==> config.mk <==
export PLATFORM = sky130hd
export DESIGN_NAME = fsu_top
export DESIGN_NICKNAME = d
export VERILOG_FILES = /design/src/rtl/fsu_pkg.sv /design/src/rtl/fsu_top.sv /design/src/rtl/fsu_array.sv
export SDC_FILE = /design/constraint.sdc
export NUM_CORES = 1
export LEC_CHECK = 0
export ABC_CLOCK_PERIOD_IN_PS = 4000
export BUFFER_PORTS_ARGS = -buffer_cell sky130_fd_sc_hd__buf_2
export CORE_UTILIZATION = 63
export DETAILED_ROUTE_END_ITERATION = 10
export GPL_TIMING_DRIVEN = 0
export PLACE_DENSITY_LB_ADDON = 0.08
export SLEW_MARGIN = 25
export SYNTH_ARGS = -nofsm -noshare
export SYNTH_HDL_FRONTEND = slang
export SYNTH_HIERARCHICAL = 1
export SYNTH_SLANG_ARGS = --single-unit
==> constraint.sdc <==
create_clock -name core_clk -period 4 [get_ports core_clk]
set_input_delay 0.2 -clock core_clk [delete_from_list [all_inputs] [get_ports core_clk]]
set_output_delay 0.2 -clock core_clk [all_outputs]
set_load 0.01 [all_outputs]
==> src/rtl/fsu_pkg.sv <==
// Constants, types and register map of the flash sector erase / unsecure sequencer
// Summary of operation
// - Launch erases every address of the sector, then verifies it erased.
// - Completion flag sets again only after erase and verify finish.
// - Access error if command word index is not 001 at launch.
// - Access error if a load-data-field sequence is still active.
// - Access error if sector erase is not allowed in current mode.
// - Access error if address bits 22..16 select no valid block.
// - Access error if address bits 2..0 are not all zero.
// - Protection violation if the targeted sector is protected.
// - Verify error flag sets on any verify error, correctable or not.
// - Uncorrectable verify flag sets on a non-correctable verify error.
// - Unsecure erases the whole program and data flash, then verifies it.
// - Security is released only when that verify passes.
// - Failed unsecure verify sets verify error flag, security unchanged.
package fsu_pkg;

	localparam int          REG_AW = 4;
	localparam int          REG_DW = 16;

	// Register offsets
	localparam logic [3:0]  REG_STATUS    = 4'h0;
	localparam logic [3:0]  REG_CMD_INDEX = 4'h1;
	localparam logic [3:0]  REG_CMD_WORD  = 4'h2;
	localparam logic [3:0]  REG_CONFIG    = 4'h3;
	localparam logic [3:0]  REG_PROT      = 4'h4;
	localparam logic [3:0]  REG_IRQ_STAT  = 4'h5;
	localparam logic [3:0]  REG_IRQ_EN    = 4'h6;
	localparam logic [3:0]  REG_IRQ_CLR   = 4'h7;
	localparam logic [3:0]  REG_SECURITY  = 4'h8;
	localparam logic [3:0]  REG_PROG_ADDR = 4'h9;
	localparam logic [3:0]  REG_PROG_DATA = 4'hA;

	// Status field positions
	localparam int          ST_COMMAND_COMPLETE_FLAG   = 7;
	localparam int          ST_ACCESS_ERROR_FLAG = 5;
	localparam int          ST_PROTECTION_VIOLATION_FLAG = 4;
	localparam int          ST_VERR   = 1;
	localparam int          ST_VUNC   = 0;

	// Config field positions and reset value
	localparam int          CFG_SECT_OK  = 0;
	localparam int          CFG_UNSEC_OK = 1;
	localparam int          CFG_LDF_ACT  = 2;
	localparam logic [2:0]  CFG_RESET    = 3'h3;

	// Interrupt field positions
	localparam int          IRQ_DONE = 0;
	localparam int          IRQ_ERR  = 1;
	localparam int          IRQ_VFY  = 2;

	// Command codes and indexes
	localparam logic [7:0]  CMD_ERASE_SECTOR = 8'h0A;
	localparam logic [7:0]  CMD_UNSECURE     = 8'h0B;
	localparam logic [2:0]  IDX_ERASE_SECTOR = 3'h1;
	localparam logic [15:0] ERASED_WORD      = 16'hFFFF;
	localparam logic        SECURE_RESET     = 1'b1;

	typedef struct packed {
		logic command_complete_flag;
		logic access_error_flag;
		logic protection_violation_flag;
		logic verr;
		logic vunc;
	} fsu_status_t;

	localparam fsu_status_t STATUS_RESET = '{command_complete_flag: 1'b1, default: 1'b0};

	typedef struct packed {
		logic [REG_AW-1:0] addr;
		logic [REG_DW-1:0] wdata;
		logic              wr;
		logic              rd;
	} fsu_bus_t;

endpackage : fsu_pkg

==> src/rtl/fsu_top.sv <==
// Sector erase and unsecure command sequencer with register port
//
// The register offsets and the strobed register port were left to the implementer.
`timescale 1ns/1ps
`default_nettype none
module fsu_top
	import fsu_pkg::*;
#(
	parameter int          SECT_WORDS   = 4,
	parameter int          PF_SECTORS   = 8,
	parameter int          DF_WORDS     = 16,
	parameter int          SECT_SHIFT   = 10,
	parameter logic [6:0]  PF_BLK_LO    = 7'h70
) (
	// Clock and reset
	input  wire logic              core_clk,
	input  wire logic              srst,
	// Register port
	input  wire logic [REG_AW-1:0] reg_addr,
	input  wire logic [REG_DW-1:0] reg_wdata,
	input  wire logic              reg_wr,
	input  wire logic              reg_rd,
	output logic      [REG_DW-1:0] reg_rdata,
	// Array feedback during erase and verify
	input  wire logic              ecc_corr,
	input  wire logic              ecc_uncorr,
	input  wire logic              erase_inhibit,
	// Status outputs
	output logic                   secure,
	output logic                   busy,
	output logic                   irq
);
	localparam int DEPTH = PF_SECTORS * SECT_WORDS + DF_WORDS;
	localparam int AW    = $clog2(DEPTH);
	localparam int SW    = $clog2(PF_SECTORS);

	if (SECT_WORDS < 1 || PF_SECTORS < 2 || PF_SECTORS > REG_DW || DF_WORDS < 1
	    || SECT_SHIFT < 3 || SECT_SHIFT + SW > 16) begin : g_chk
		$error("fsu_top: unsupported geometry parameters");
	end

	typedef enum logic [2:0] {S_IDLE, S_ERASE, S_VRD, S_VCK, S_DONE} fsu_state_t;

	fsu_bus_t bus;
	assign bus = '{addr: reg_addr, wdata: reg_wdata, wr: reg_wr, rd: reg_rd};

	////////////////////////////////////////////////////////////////////////////////
	// Registers
	fsu_state_t        state_q, state_d;
	fsu_status_t       st_q;
	logic [2:0]        idx_q;
	logic [15:0]       word_q [8];
	logic [2:0]        cfg_q;
	logic [PF_SECTORS-1:0] prot_q;
	logic [2:0]        irq_st_q, irq_en_q;
	logic              secure_q;
	logic [AW-1:0]     prog_addr_q;
	logic [AW-1:0]     ptr_q, hi_q;
	logic              unsec_q;
	logic              fail_q;
	logic [REG_DW-1:0] rdata_q;

	////////////////////////////////////////////////////////////////////////////////
	// Decode
	wire wr_status = bus.wr && bus.addr == REG_STATUS;
	wire wr_index  = bus.wr && bus.addr == REG_CMD_INDEX;
	wire wr_word   = bus.wr && bus.addr == REG_CMD_WORD;
	wire wr_cfg    = bus.wr && bus.addr == REG_CONFIG;
	wire wr_prot   = bus.wr && bus.addr == REG_PROT;
	wire wr_irq_en = bus.wr && bus.addr == REG_IRQ_EN;
	wire wr_irq_cl = bus.wr && bus.addr == REG_IRQ_CLR;
	wire wr_paddr  = bus.wr && bus.addr == REG_PROG_ADDR;
	wire wr_pdata  = bus.wr && bus.addr == REG_PROG_DATA;
	wire idle      = state_q == S_IDLE;

	// Launch needs completion set and both error flags already cleared
	wire launch = wr_status && bus.wdata[ST_COMMAND_COMPLETE_FLAG] && st_q.command_complete_flag
	              && !st_q.access_error_flag && !st_q.protection_violation_flag;

	wire [7:0]  cmd_code = word_q[0][15:8];
	wire [6:0]  blk_sel  = word_q[0][6:0];
	wire [15:0] addr_lo  = word_q[1];
	wire [SW-1:0] sect   = addr_lo[SECT_SHIFT +: SW];
	wire is_sector  = cmd_code == CMD_ERASE_SECTOR;
	wire is_unsec   = cmd_code == CMD_UNSECURE;

	wire bad_index  = idx_q != IDX_ERASE_SECTOR;
	wire bad_ldf    = cfg_q[CFG_LDF_ACT];
	wire bad_blk    = blk_sel < PF_BLK_LO;
	wire bad_align  = addr_lo[2:0] != 3'h0;
	wire bad_mode   = is_sector ? !cfg_q[CFG_SECT_OK] : !cfg_q[CFG_UNSEC_OK];

	wire sect_acc   = bad_index || bad_ldf || bad_mode || bad_blk || bad_align;
	wire acc_err    = is_sector ? sect_acc : (is_unsec ? bad_mode : 1'b1);
	wire prot_err   = is_sector && !acc_err && prot_q[sect];
	wire launch_err = acc_err || prot_err;

	wire [AW-1:0] sect_base = AW'(int'(sect) * SECT_WORDS);
	wire [AW-1:0] sect_last = AW'(int'(sect) * SECT_WORDS + SECT_WORDS - 1);
	wire [AW-1:0] all_last  = AW'(DEPTH - 1);

	////////////////////////////////////////////////////////////////////////////////
	// Array
	wire [15:0]   arr_rdata;
	wire          vfy_bad   = arr_rdata != ERASED_WORD || ecc_corr || ecc_uncorr;
	wire          erase_we  = state_q == S_ERASE && !erase_inhibit;
	wire          arr_we    = erase_we || (wr_pdata && idle);
	wire [AW-1:0] arr_waddr = idle ? prog_addr_q : ptr_q;
	wire [15:0]   arr_wdata = idle ? bus.wdata : ERASED_WORD;
	wire          at_end    = ptr_q == hi_q;
	wire          finish    = state_q == S_VCK && at_end;

	fsu_array #(
		.DW    (16),
		.DEPTH (DEPTH)
	) u_array (
		.clk     (core_clk),
		.we      (arr_we),
		.waddr   (arr_waddr),
		.wdata   (arr_wdata),
		.raddr   (ptr_q),
		.rdata_q (arr_rdata)
	);

	////////////////////////////////////////////////////////////////////////////////
	// Sequencer
	always_comb begin
		state_d = state_q;
		case (state_q)
			S_IDLE: begin
				if (launch && !launch_err) begin
					state_d = S_ERASE;
				end
			end
			S_ERASE: begin
				if (at_end) begin
					state_d = S_VRD;
				end
			end
			S_VRD:   state_d = S_VCK;
			S_VCK:   state_d = at_end ? S_DONE : S_VRD;
			S_DONE:  state_d = S_IDLE;
			default: state_d = S_IDLE;
		endcase
	end

	always_ff @(posedge core_clk) begin
		if (srst) begin
			state_q <= S_IDLE;
			ptr_q   <= '0;
			hi_q    <= '0;
			unsec_q <= 1'b0;
			fail_q  <= 1'b0;
		end else begin
			state_q <= state_d;
			if (idle && launch && !launch_err) begin
				ptr_q   <= is_unsec ? '0 : sect_base;
				hi_q    <= is_unsec ? all_last : sect_last;
				unsec_q <= is_unsec;
				fail_q  <= 1'b0;
			end else if (state_q == S_ERASE) begin
				ptr_q <= at_end ? (unsec_q ? '0 : hi_q - AW'(SECT_WORDS - 1)) : ptr_q + 1'b1;
			end else if (state_q == S_VCK) begin
				ptr_q  <= at_end ? ptr_q : ptr_q + 1'b1;
				fail_q <= fail_q || vfy_bad;
			end
		end
	end

	////////////////////////////////////////////////////////////////////////////////
	// Status flags
	wire done_now  = state_q == S_DONE || (idle && launch && launch_err);
	wire verr_hit  = state_q == S_VCK && vfy_bad;
	wire vunc_hit  = state_q == S_VCK && ecc_uncorr;
	wire clr_err   = wr_status && idle;

	always_ff @(posedge core_clk) begin
		if (srst) begin
			st_q <= STATUS_RESET;
		end else begin
			if (done_now) begin
				st_q.command_complete_flag <= 1'b1;
			end else if (launch && !launch_err) begin
				st_q.command_complete_flag <= 1'b0;
			end
			if (idle && launch) begin
				st_q.verr <= 1'b0;
				st_q.vunc <= 1'b0;
			end else begin
				st_q.verr <= st_q.verr || verr_hit;
				st_q.vunc <= st_q.vunc || vunc_hit;
			end
			// Set wins over a write-one clear in the same cycle
			st_q.access_error_flag <= (idle && launch && acc_err)
			               || (st_q.access_error_flag && !(clr_err && bus.wdata[ST_ACCESS_ERROR_FLAG]));
			st_q.protection_violation_flag <= (idle && launch && prot_err)
			               || (st_q.protection_violation_flag && !(clr_err && bus.wdata[ST_PROTECTION_VIOLATION_FLAG]));
		end
	end

	////////////////////////////////////////////////////////////////////////////////
	// Security
	always_ff @(posedge core_clk) begin
		if (srst) begin
			secure_q <= SECURE_RESET;
		end else if (finish && unsec_q && !fail_q && !vfy_bad) begin
			secure_q <= 1'b0;
		end
	end

	////////////////////////////////////////////////////////////////////////////////
	// Software registers
	always_ff @(posedge core_clk) begin
		if (srst) begin
			idx_q       <= 3'h0;
			cfg_q       <= CFG_RESET;
			prot_q      <= '0;
			irq_en_q    <= 3'h0;
			prog_addr_q <= '0;
			for (int i = 0; i < 8; i++) begin
				word_q[i] <= 16'h0000;
			end
		end else begin
			// Command words stay frozen while a command runs
			if (wr_index && st_q.command_complete_flag) begin
				idx_q <= bus.wdata[2:0];
			end
			if (wr_word && st_q.command_complete_flag) begin
				word_q[idx_q] <= bus.wdata;
			end
			if (wr_cfg) begin
				cfg_q <= bus.wdata[2:0];
			end
			if (wr_prot) begin
				prot_q <= bus.wdata[PF_SECTORS-1:0];
			end
			if (wr_irq_en) begin
				irq_en_q <= bus.wdata[2:0];
			end
			if (wr_paddr) begin
				prog_addr_q <= bus.wdata[AW-1:0];
			end
		end
	end

	////////////////////////////////////////////////////////////////////////////////
	// Interrupts
	logic [2:0] irq_set;
	assign irq_set[IRQ_DONE] = done_now;
	assign irq_set[IRQ_ERR]  = idle && launch && launch_err;
	assign irq_set[IRQ_VFY]  = verr_hit;

	always_ff @(posedge core_clk) begin
		if (srst) begin
			irq_st_q <= 3'h0;
		end else begin
			irq_st_q <= irq_set | (irq_st_q & ~(wr_irq_cl ? bus.wdata[2:0] : 3'h0));
		end
	end

	assign irq = |(irq_st_q & irq_en_q);

	////////////////////////////////////////////////////////////////////////////////
	// Read back
	wire [REG_DW-1:0] st_word = REG_DW'({st_q.command_complete_flag, 1'b0, st_q.access_error_flag, st_q.protection_violation_flag,
	                                     2'b00, st_q.verr, st_q.vunc});
	logic [REG_DW-1:0] rsel;

	always_comb begin
		rsel = '0;
		case (bus.addr)
			REG_STATUS:    rsel = st_word;
			REG_CMD_INDEX: rsel = REG_DW'(idx_q);
			REG_CMD_WORD:  rsel = word_q[idx_q];
			REG_CONFIG:    rsel = REG_DW'(cfg_q);
			REG_PROT:      rsel = REG_DW'(prot_q);
			REG_IRQ_STAT:  rsel = REG_DW'(irq_st_q);
			REG_IRQ_EN:    rsel = REG_DW'(irq_en_q);
			REG_SECURITY:  rsel = REG_DW'(secure_q);
			REG_PROG_ADDR: rsel = REG_DW'(prog_addr_q);
			default:       rsel = '0;
		endcase
	end

	always_ff @(posedge core_clk) begin
		if (srst) begin
			rdata_q <= '0;
		end else begin
			rdata_q <= bus.rd ? rsel : '0;
		end
	end

	assign reg_rdata = rdata_q;
	assign secure    = secure_q;
	assign busy      = !idle;

endmodule : fsu_top
`default_nettype wire

==> src/rtl/fsu_array.sv <==
// Flash array model: one write port, registered read data
`timescale 1ns/1ps
`default_nettype none
module fsu_array #(
	parameter int DW    = 16,
	parameter int DEPTH = 48
) (
	// Clock
	input  wire logic                     clk,
	// Write port
	input  wire logic                     we,
	input  wire logic [$clog2(DEPTH)-1:0] waddr,
	input  wire logic [DW-1:0]            wdata,
	// Read port
	input  wire logic [$clog2(DEPTH)-1:0] raddr,
	output logic      [DW-1:0]            rdata_q
);
	logic [DW-1:0] mem [DEPTH];

	always_ff @(posedge clk) begin
		if (we) begin
			mem[waddr] <= wdata;
		end
		rdata_q <= mem[raddr];
	end
endmodule : fsu_array
`default_nettype wire

# After elaboration in Yosys (flattened, before gate mapping)
# Memories as Yosys holds them, arrays and structs flattened. A register that Yosys moved wholly into a read port is not among the register bits.
# Index checks and enable logic that the tools add are counted.
# W data, S select, Z words.
op_classes:
  eq_ne: 22
  bitwise_logic: 6
  n_shift: 0
  muxes: 33
  multipliers: 0
  n_reduce_logical: 75
  div: 0
  add_sub_neg: 4
  n_lt_le_gt_ge: 2
ops:
  columns: ["operator", "count"]
  rows:
  - ["$pmux W16 S9", 1]
  - ["$mux W6", 8]
  - ["$logic_and A1 B1 Y1", 36]
  - ["$mux W16", 2]
  - ["$mux W3", 7]
  - ["$eq A4 B3 Y1 const B", 4]
  - ["$eq A8 B4 Y1 const B", 2]
  - ["$ne A16 B16 Y1 const B", 1]
  - ["$reduce_or A16 Y1", 1]
  - ["$logic_or A1 B1 Y1", 14]
  - ["$eq A4 B4 Y1 const B", 3]
  - ["$logic_not A1 Y1", 12]
  - ["$mux W1", 12]
  - ["$pmux W3 S4", 1]
  - ["$eq A4 B2 Y1 const B", 2]
  - ["$reduce_or A2 Y1", 4]
  - ["$lt A7 B7 Y1 const B", 1]
  - ["$add A5 B3 Y6 const B", 1]
  - ["$add A6 B1 Y6 const B", 1]
  - ["$and A3 B3 Y3", 2]
  - ["$eq A3 B2 Y1 const B", 2]
  - ["$eq A6 B6 Y1", 1]
  - ["$ne A3 B1 Y1 const B", 2]
  - ["$reduce_and A2 Y1", 3]
  - ["other kinds (17)", 19]
totals:
  ramBits: 896
  memories: 2
  word_cells: 162
  latchBits: 0
  rom_bits: 0
  regBits: 65
mem_list:
  columns: ["name", "words", "word_bits", "rd", "rd_clocked_by_memory_dff", "write_ports", "line", "source"]
  rows:
  - ["u_array.mem", 48, 16, 1, 1, 1, "fsu_array.sv:18", "logic [DW-1:0] mem [DEPTH];"]
  - ["word_q", 8, 16, 3, 1, 8, "fsu_top.sv:52", "logic [15:0] word_q [8];"]

# Logic depth before layout (Yosys ltp)
# An unclocked memory read counts as a cell.
depth:
  depth_word: 15
  depth_mapped: 9
  ltp_nobuf: 7

# Cells and area by module
# Netlist, hierarchy kept.
by_module_without_submodules:
  columns: ["module", "seq_area_each_um2", "instances", "area_each_um2", "cells_per_inst"]
  rows:
  - ["fsu_array", 23382.4, 1, 30300.3, 1499]
  - ["fsu_top", 5165.0, 1, 9136.3, 748]

# Worst setup path before layout
# Ideal clock, no wire load.
synth_path:
  path_kind: "register to register"
  start: "reg state_q[2]"
  end: "mem u_array.mem[18][0] (enable)"
  n_path_buf: 2
  slack_ns: 0.545
  stages_incl_launch_ff: 9
  synth_period_minus_slack_ns: 3.455
  setup_ns: 0.409
  t_arrival_ns: 3.046
  cell_sequence: "dfxtp_1 > clkbuf_8 > nor3_2 > clkbuf_1 > nand2_1 > o21ai_0 > nor4bb_1 > nand2_1 > nor3_1"
synth_via:
  word_cells_on_any_way: 8
  classes_between: "1 x eq/ne; 3 x mux; 4 x reduce/logical"
synth_rtl:
  columns: ["item", "line", "source"]
  rows:
  - ["start, declared", "fsu_top.sv:49", "fsu_state_t state_q, state_d;"]
  - ["start signal, assigned", "fsu_top.sv:155", "state_q <= state_d;"]
  - ["$logic_not A3 Y1", "fsu_top.sv:74", "wire idle = state_q == S_IDLE;"]
  - ["$mux W6", "fsu_top.sv:108", "wire [AW-1:0] arr_waddr = idle ? prog_addr_q : ptr_q;"]
  - ["named net arr_waddr[4]", "fsu_top.sv:108", null]
  - ["end, declared", "fsu_array.sv:18", null]
# The timed path passes the listed nets, and every way through them passes these cells.

# Final worst setup path
layout_path:
  start: "reg state_q[2]"
  end: "mem u_array.mem[5][14] (enable)"
# Same word-level chain as after synthesis.

==> metrics.yaml <==
cts:
  cts_buffer_depth: 3
  cts_sinks: 978
  cts_root_buffer: "clkbuf_16"
  cts.clk_slew.worst_paths_ns: 0.06
  insertion_delay_ns: 0.65
  htree_levels: 3
  cts_buffers: 95
  tritoncts: "built"
synth:
  synth_cells: 2247
  ys_seq_area_share_pct: 72.4
  ys_top_cells_by_area: "edfxtp_1, mux2i_1, mux4_2"
  synth_ff_type: "edfxtp_1"
  synth_cell_types: 69
  synth_top_cell_by_area: "edfxtp_1"
  synth_edf_count: 896
  synthTopCellsByCount: "edfxtp_1, mux2i_1, and2_1, mux4_2, nor2_1"
  synthMostInstantiatedCell: "edfxtp_1"
  post-synth-top-area-fraction_pct: 68.2
  syn_avg_cell_area_sq_um: 17.6
  async_flop_share_pct: 0
  ys_seq_elements: 978
  syn_area_sq_um: 39400
  synth_nets: 2277
  synth_warnings: 6
route:
  drtAntennaViolNets: 0
  via_count: 21700
  viasPerCell: 6.43
  routed_wirelength_mm: 97.2
  drt-wirelength-per-cell_um: 28.8
  drc: 0
  drt-pass1-iter-count: 8
  drt-initial-drc-count: 2464
cells_and_area:
  layout-drive-gt1-share_pct: 20.6
  antenna_cells: 0
  fin_nets: 2485
  utilization_pct: 72.7
  area_growth_pct: 14.0
  fill_cells: 3800
worst_setup_path:
  cp_max_fo: 16
  crit_path_top_delay_cell: "nor2_4"
  critPathMaxStageDelay_ns: 0.73
  crit_type: "flop to flop"
  cp-end-kind: "flop"
  crit_family: "simple AND/OR/NAND/NOR gates"
  worstSetupStartpointType: "flop"
  cp_cell_sequence: "clkbuf_8 -> nor3_4 -> clkbuf_2 -> nand2_1 -> o21ai_0 -> clkbuf_1 -> nand3_1 -> nor2_4"
  crit_arrival_ns: 4.09
  required_ns: 4.27
  cp_num_buf_inv: 3
sta:
  fin_crit_ns: 3.82
  clock.fmax_ghz: 0.262
  tightestPinTransition_ns: 1.08
  fin_crit_sh_pct: 95.4
  finalSetupViolations: 0
  hold_viol_final: 0
  finalSetupTns_ns: 0
  rsz0062_at_grt: "no"
  slew_headroom_pct: 28.1
  drv_slew: 0
  clock_skew_ns: 0.0144
run_status:
  status: "completed"
die:
  ios: 46
  start_util_pct: 63.8
  dieArea_sq_um: 63600
  fp-row-count: 91
  dieWidth_um: 252
  fp.coreArea_sq_um: 61800
  dieHeight_um: 252
global_routing:
  grt_max_degree: 49
  gr-usage-all-layers_pct: 31.2
  grt_overflow: 0
  antenna_found_initial: 1
  grt_pass1_wl_mm: 142
  grt_pass1_vias: 21500
worst_hold_path:
  holdCritPathClass: "input pin to flop"
power:
  vdd_drop_max_uv: 423
  leakage_nw: 14.1
  p_per_area_nw_per_um2: 490
placement:
  portBuffers: 44
  place_hpwl_mm: 64.6
  gp_congestion: 0.926
run:
  maxCapViolations: 0
layer usage:
layer	routed length (um)	GRT usage, %	part of all wire, %
met5	0	0	0
met1	38800	43.7	40
met4	3170	10.3	3.3
met3	7540	4.48	7.8
met2	47700	51.2	49
metrics by stage:
stage / area [sq um] / instances / power [mW] / hold slack (ns) / setup slack [ns]
6_report: 45000 / 3371 / 22.0 / 0.0605 / 0.184
5_1_grt: 45000 / 3371 / 22.6 / 0.0791 / 0.0365
4_1_cts: 45000 / 3371 / 22.1 / 0.00998 / 0.0295
3_5_place_dp: 41600 / 3172 / 13.5 / 0.438 / -0.347
3_3_place_gp: 40700 / 3128 / 13.4 / 0.443 / -1.48
2_1_floorplan: 39400 / 2247 / 12.7 / 0.318 / 0.545
sequential cells by signal (all words and copies together) (netlist names), 5 cells and up, named ones only:
name and count:
hi_q 5, st_q 5, u_array/rdata_q 16, word_q 128, reg_rdata 16, u_array/mem 768
prot_q 8, prog_addr_q 6, ptr_q 6
worst min-delay path: stages:
cell     delay [ns]
buf_2          0.14
nor4_2         0.10
nand4_1        0.10
a32oi_1        0.05
nor2_1         0.07
what timing repair did:
action | CTS | global route
hold endpoints to repair | 90 | 0
buffers inserted | 6 | 0
pin swaps | 4 | 0
hold buffers | 17 | 0
resized for setup | 3 | 1
endpoints found under the setup margin | 326 | 222
final timing paths:
path                                         startpoint                           end  slack (ns)  cells past startpoint
worst min-delay path                        reg_addr[2]            st_q[2]$_SDFF_PP0_        0.06                      5
worst min register to register   prot_q[7]$_SDFFE_PP0P_        prot_q[7]$_SDFFE_PP0P_        0.48                      2
worst max-delay path            state_q[2]$_SDFFE_PP0P_  u_array/mem[5][14]$_DFFE_PP_        0.18                      8
worst max register to register  state_q[2]$_SDFFE_PP0P_  u_array/mem[5][14]$_DFFE_PP_        0.18                      8
cells in the final DEF (no fill, tap or decap), drive strengths merged, types with 35 or more instances in the layout:
| master | Yosys | final |
|---|---|---|
| edfxtp | 896 | 896 |
| mux2i | 276 | 276 |
| clkbuf | 68 | 184 |
| buf | 71 | 165 |
| and2 | 129 | 129 |
| mux4 | 114 | 114 |
| nor2 | 91 | 91 |
| dfxtp | 82 | 82 |
| a22oi | 72 | 72 |
| nand2 | 67 | 67 |
| a21oi | 63 | 63 |
| clkinv | 0 | 43 |
| a221oi | 35 | 35 |
where the power goes:
group	switching (mW)	leakage, nW	internal, mW
clock network	3.74	1.50	5.03
logic	1.16	3.76	0.599
registers	0.0515	8.88	11.5
total	4.96	14.1	17.1
kinds of logic (layout without fill, tap and decap cells):
| family | after synthesis | in the layout | synth area share (%) |
|---|---|---|---|
| AOI/OAI and AO/OA | 271 | 271 | 5.38 |
| muxes | 406 | 406 | 14.0 |
| adders and majority gates | 3 | 3 | 0.0952 |
| DFF | 978 | 978 | 72.4 |
| and+or+nand+nor | 430 | 430 | 5.84 |
| xor gates and xnor gates | 7 | 7 | 0.155 |
| buffers and inverters | 152 | 439 | 2.13 |
area by class of cell:
type / instances / area, sq um / area share (%)
sequential: 978 / 28500 / 63.5
multi-input combinational: 1117 / 10400 / 23.0
clock buffer: 116 / 2500 / 5.55
timing repair buffer: 111 / 1110 / 2.46
tap: 837 / 1050 / 2.33
buffer: 139 / 791 / 1.76
clock inverter: 60 / 566 / 1.26
inverter: 13 / 48.8 / 0.109
Power figures use the tool's default switching activity.
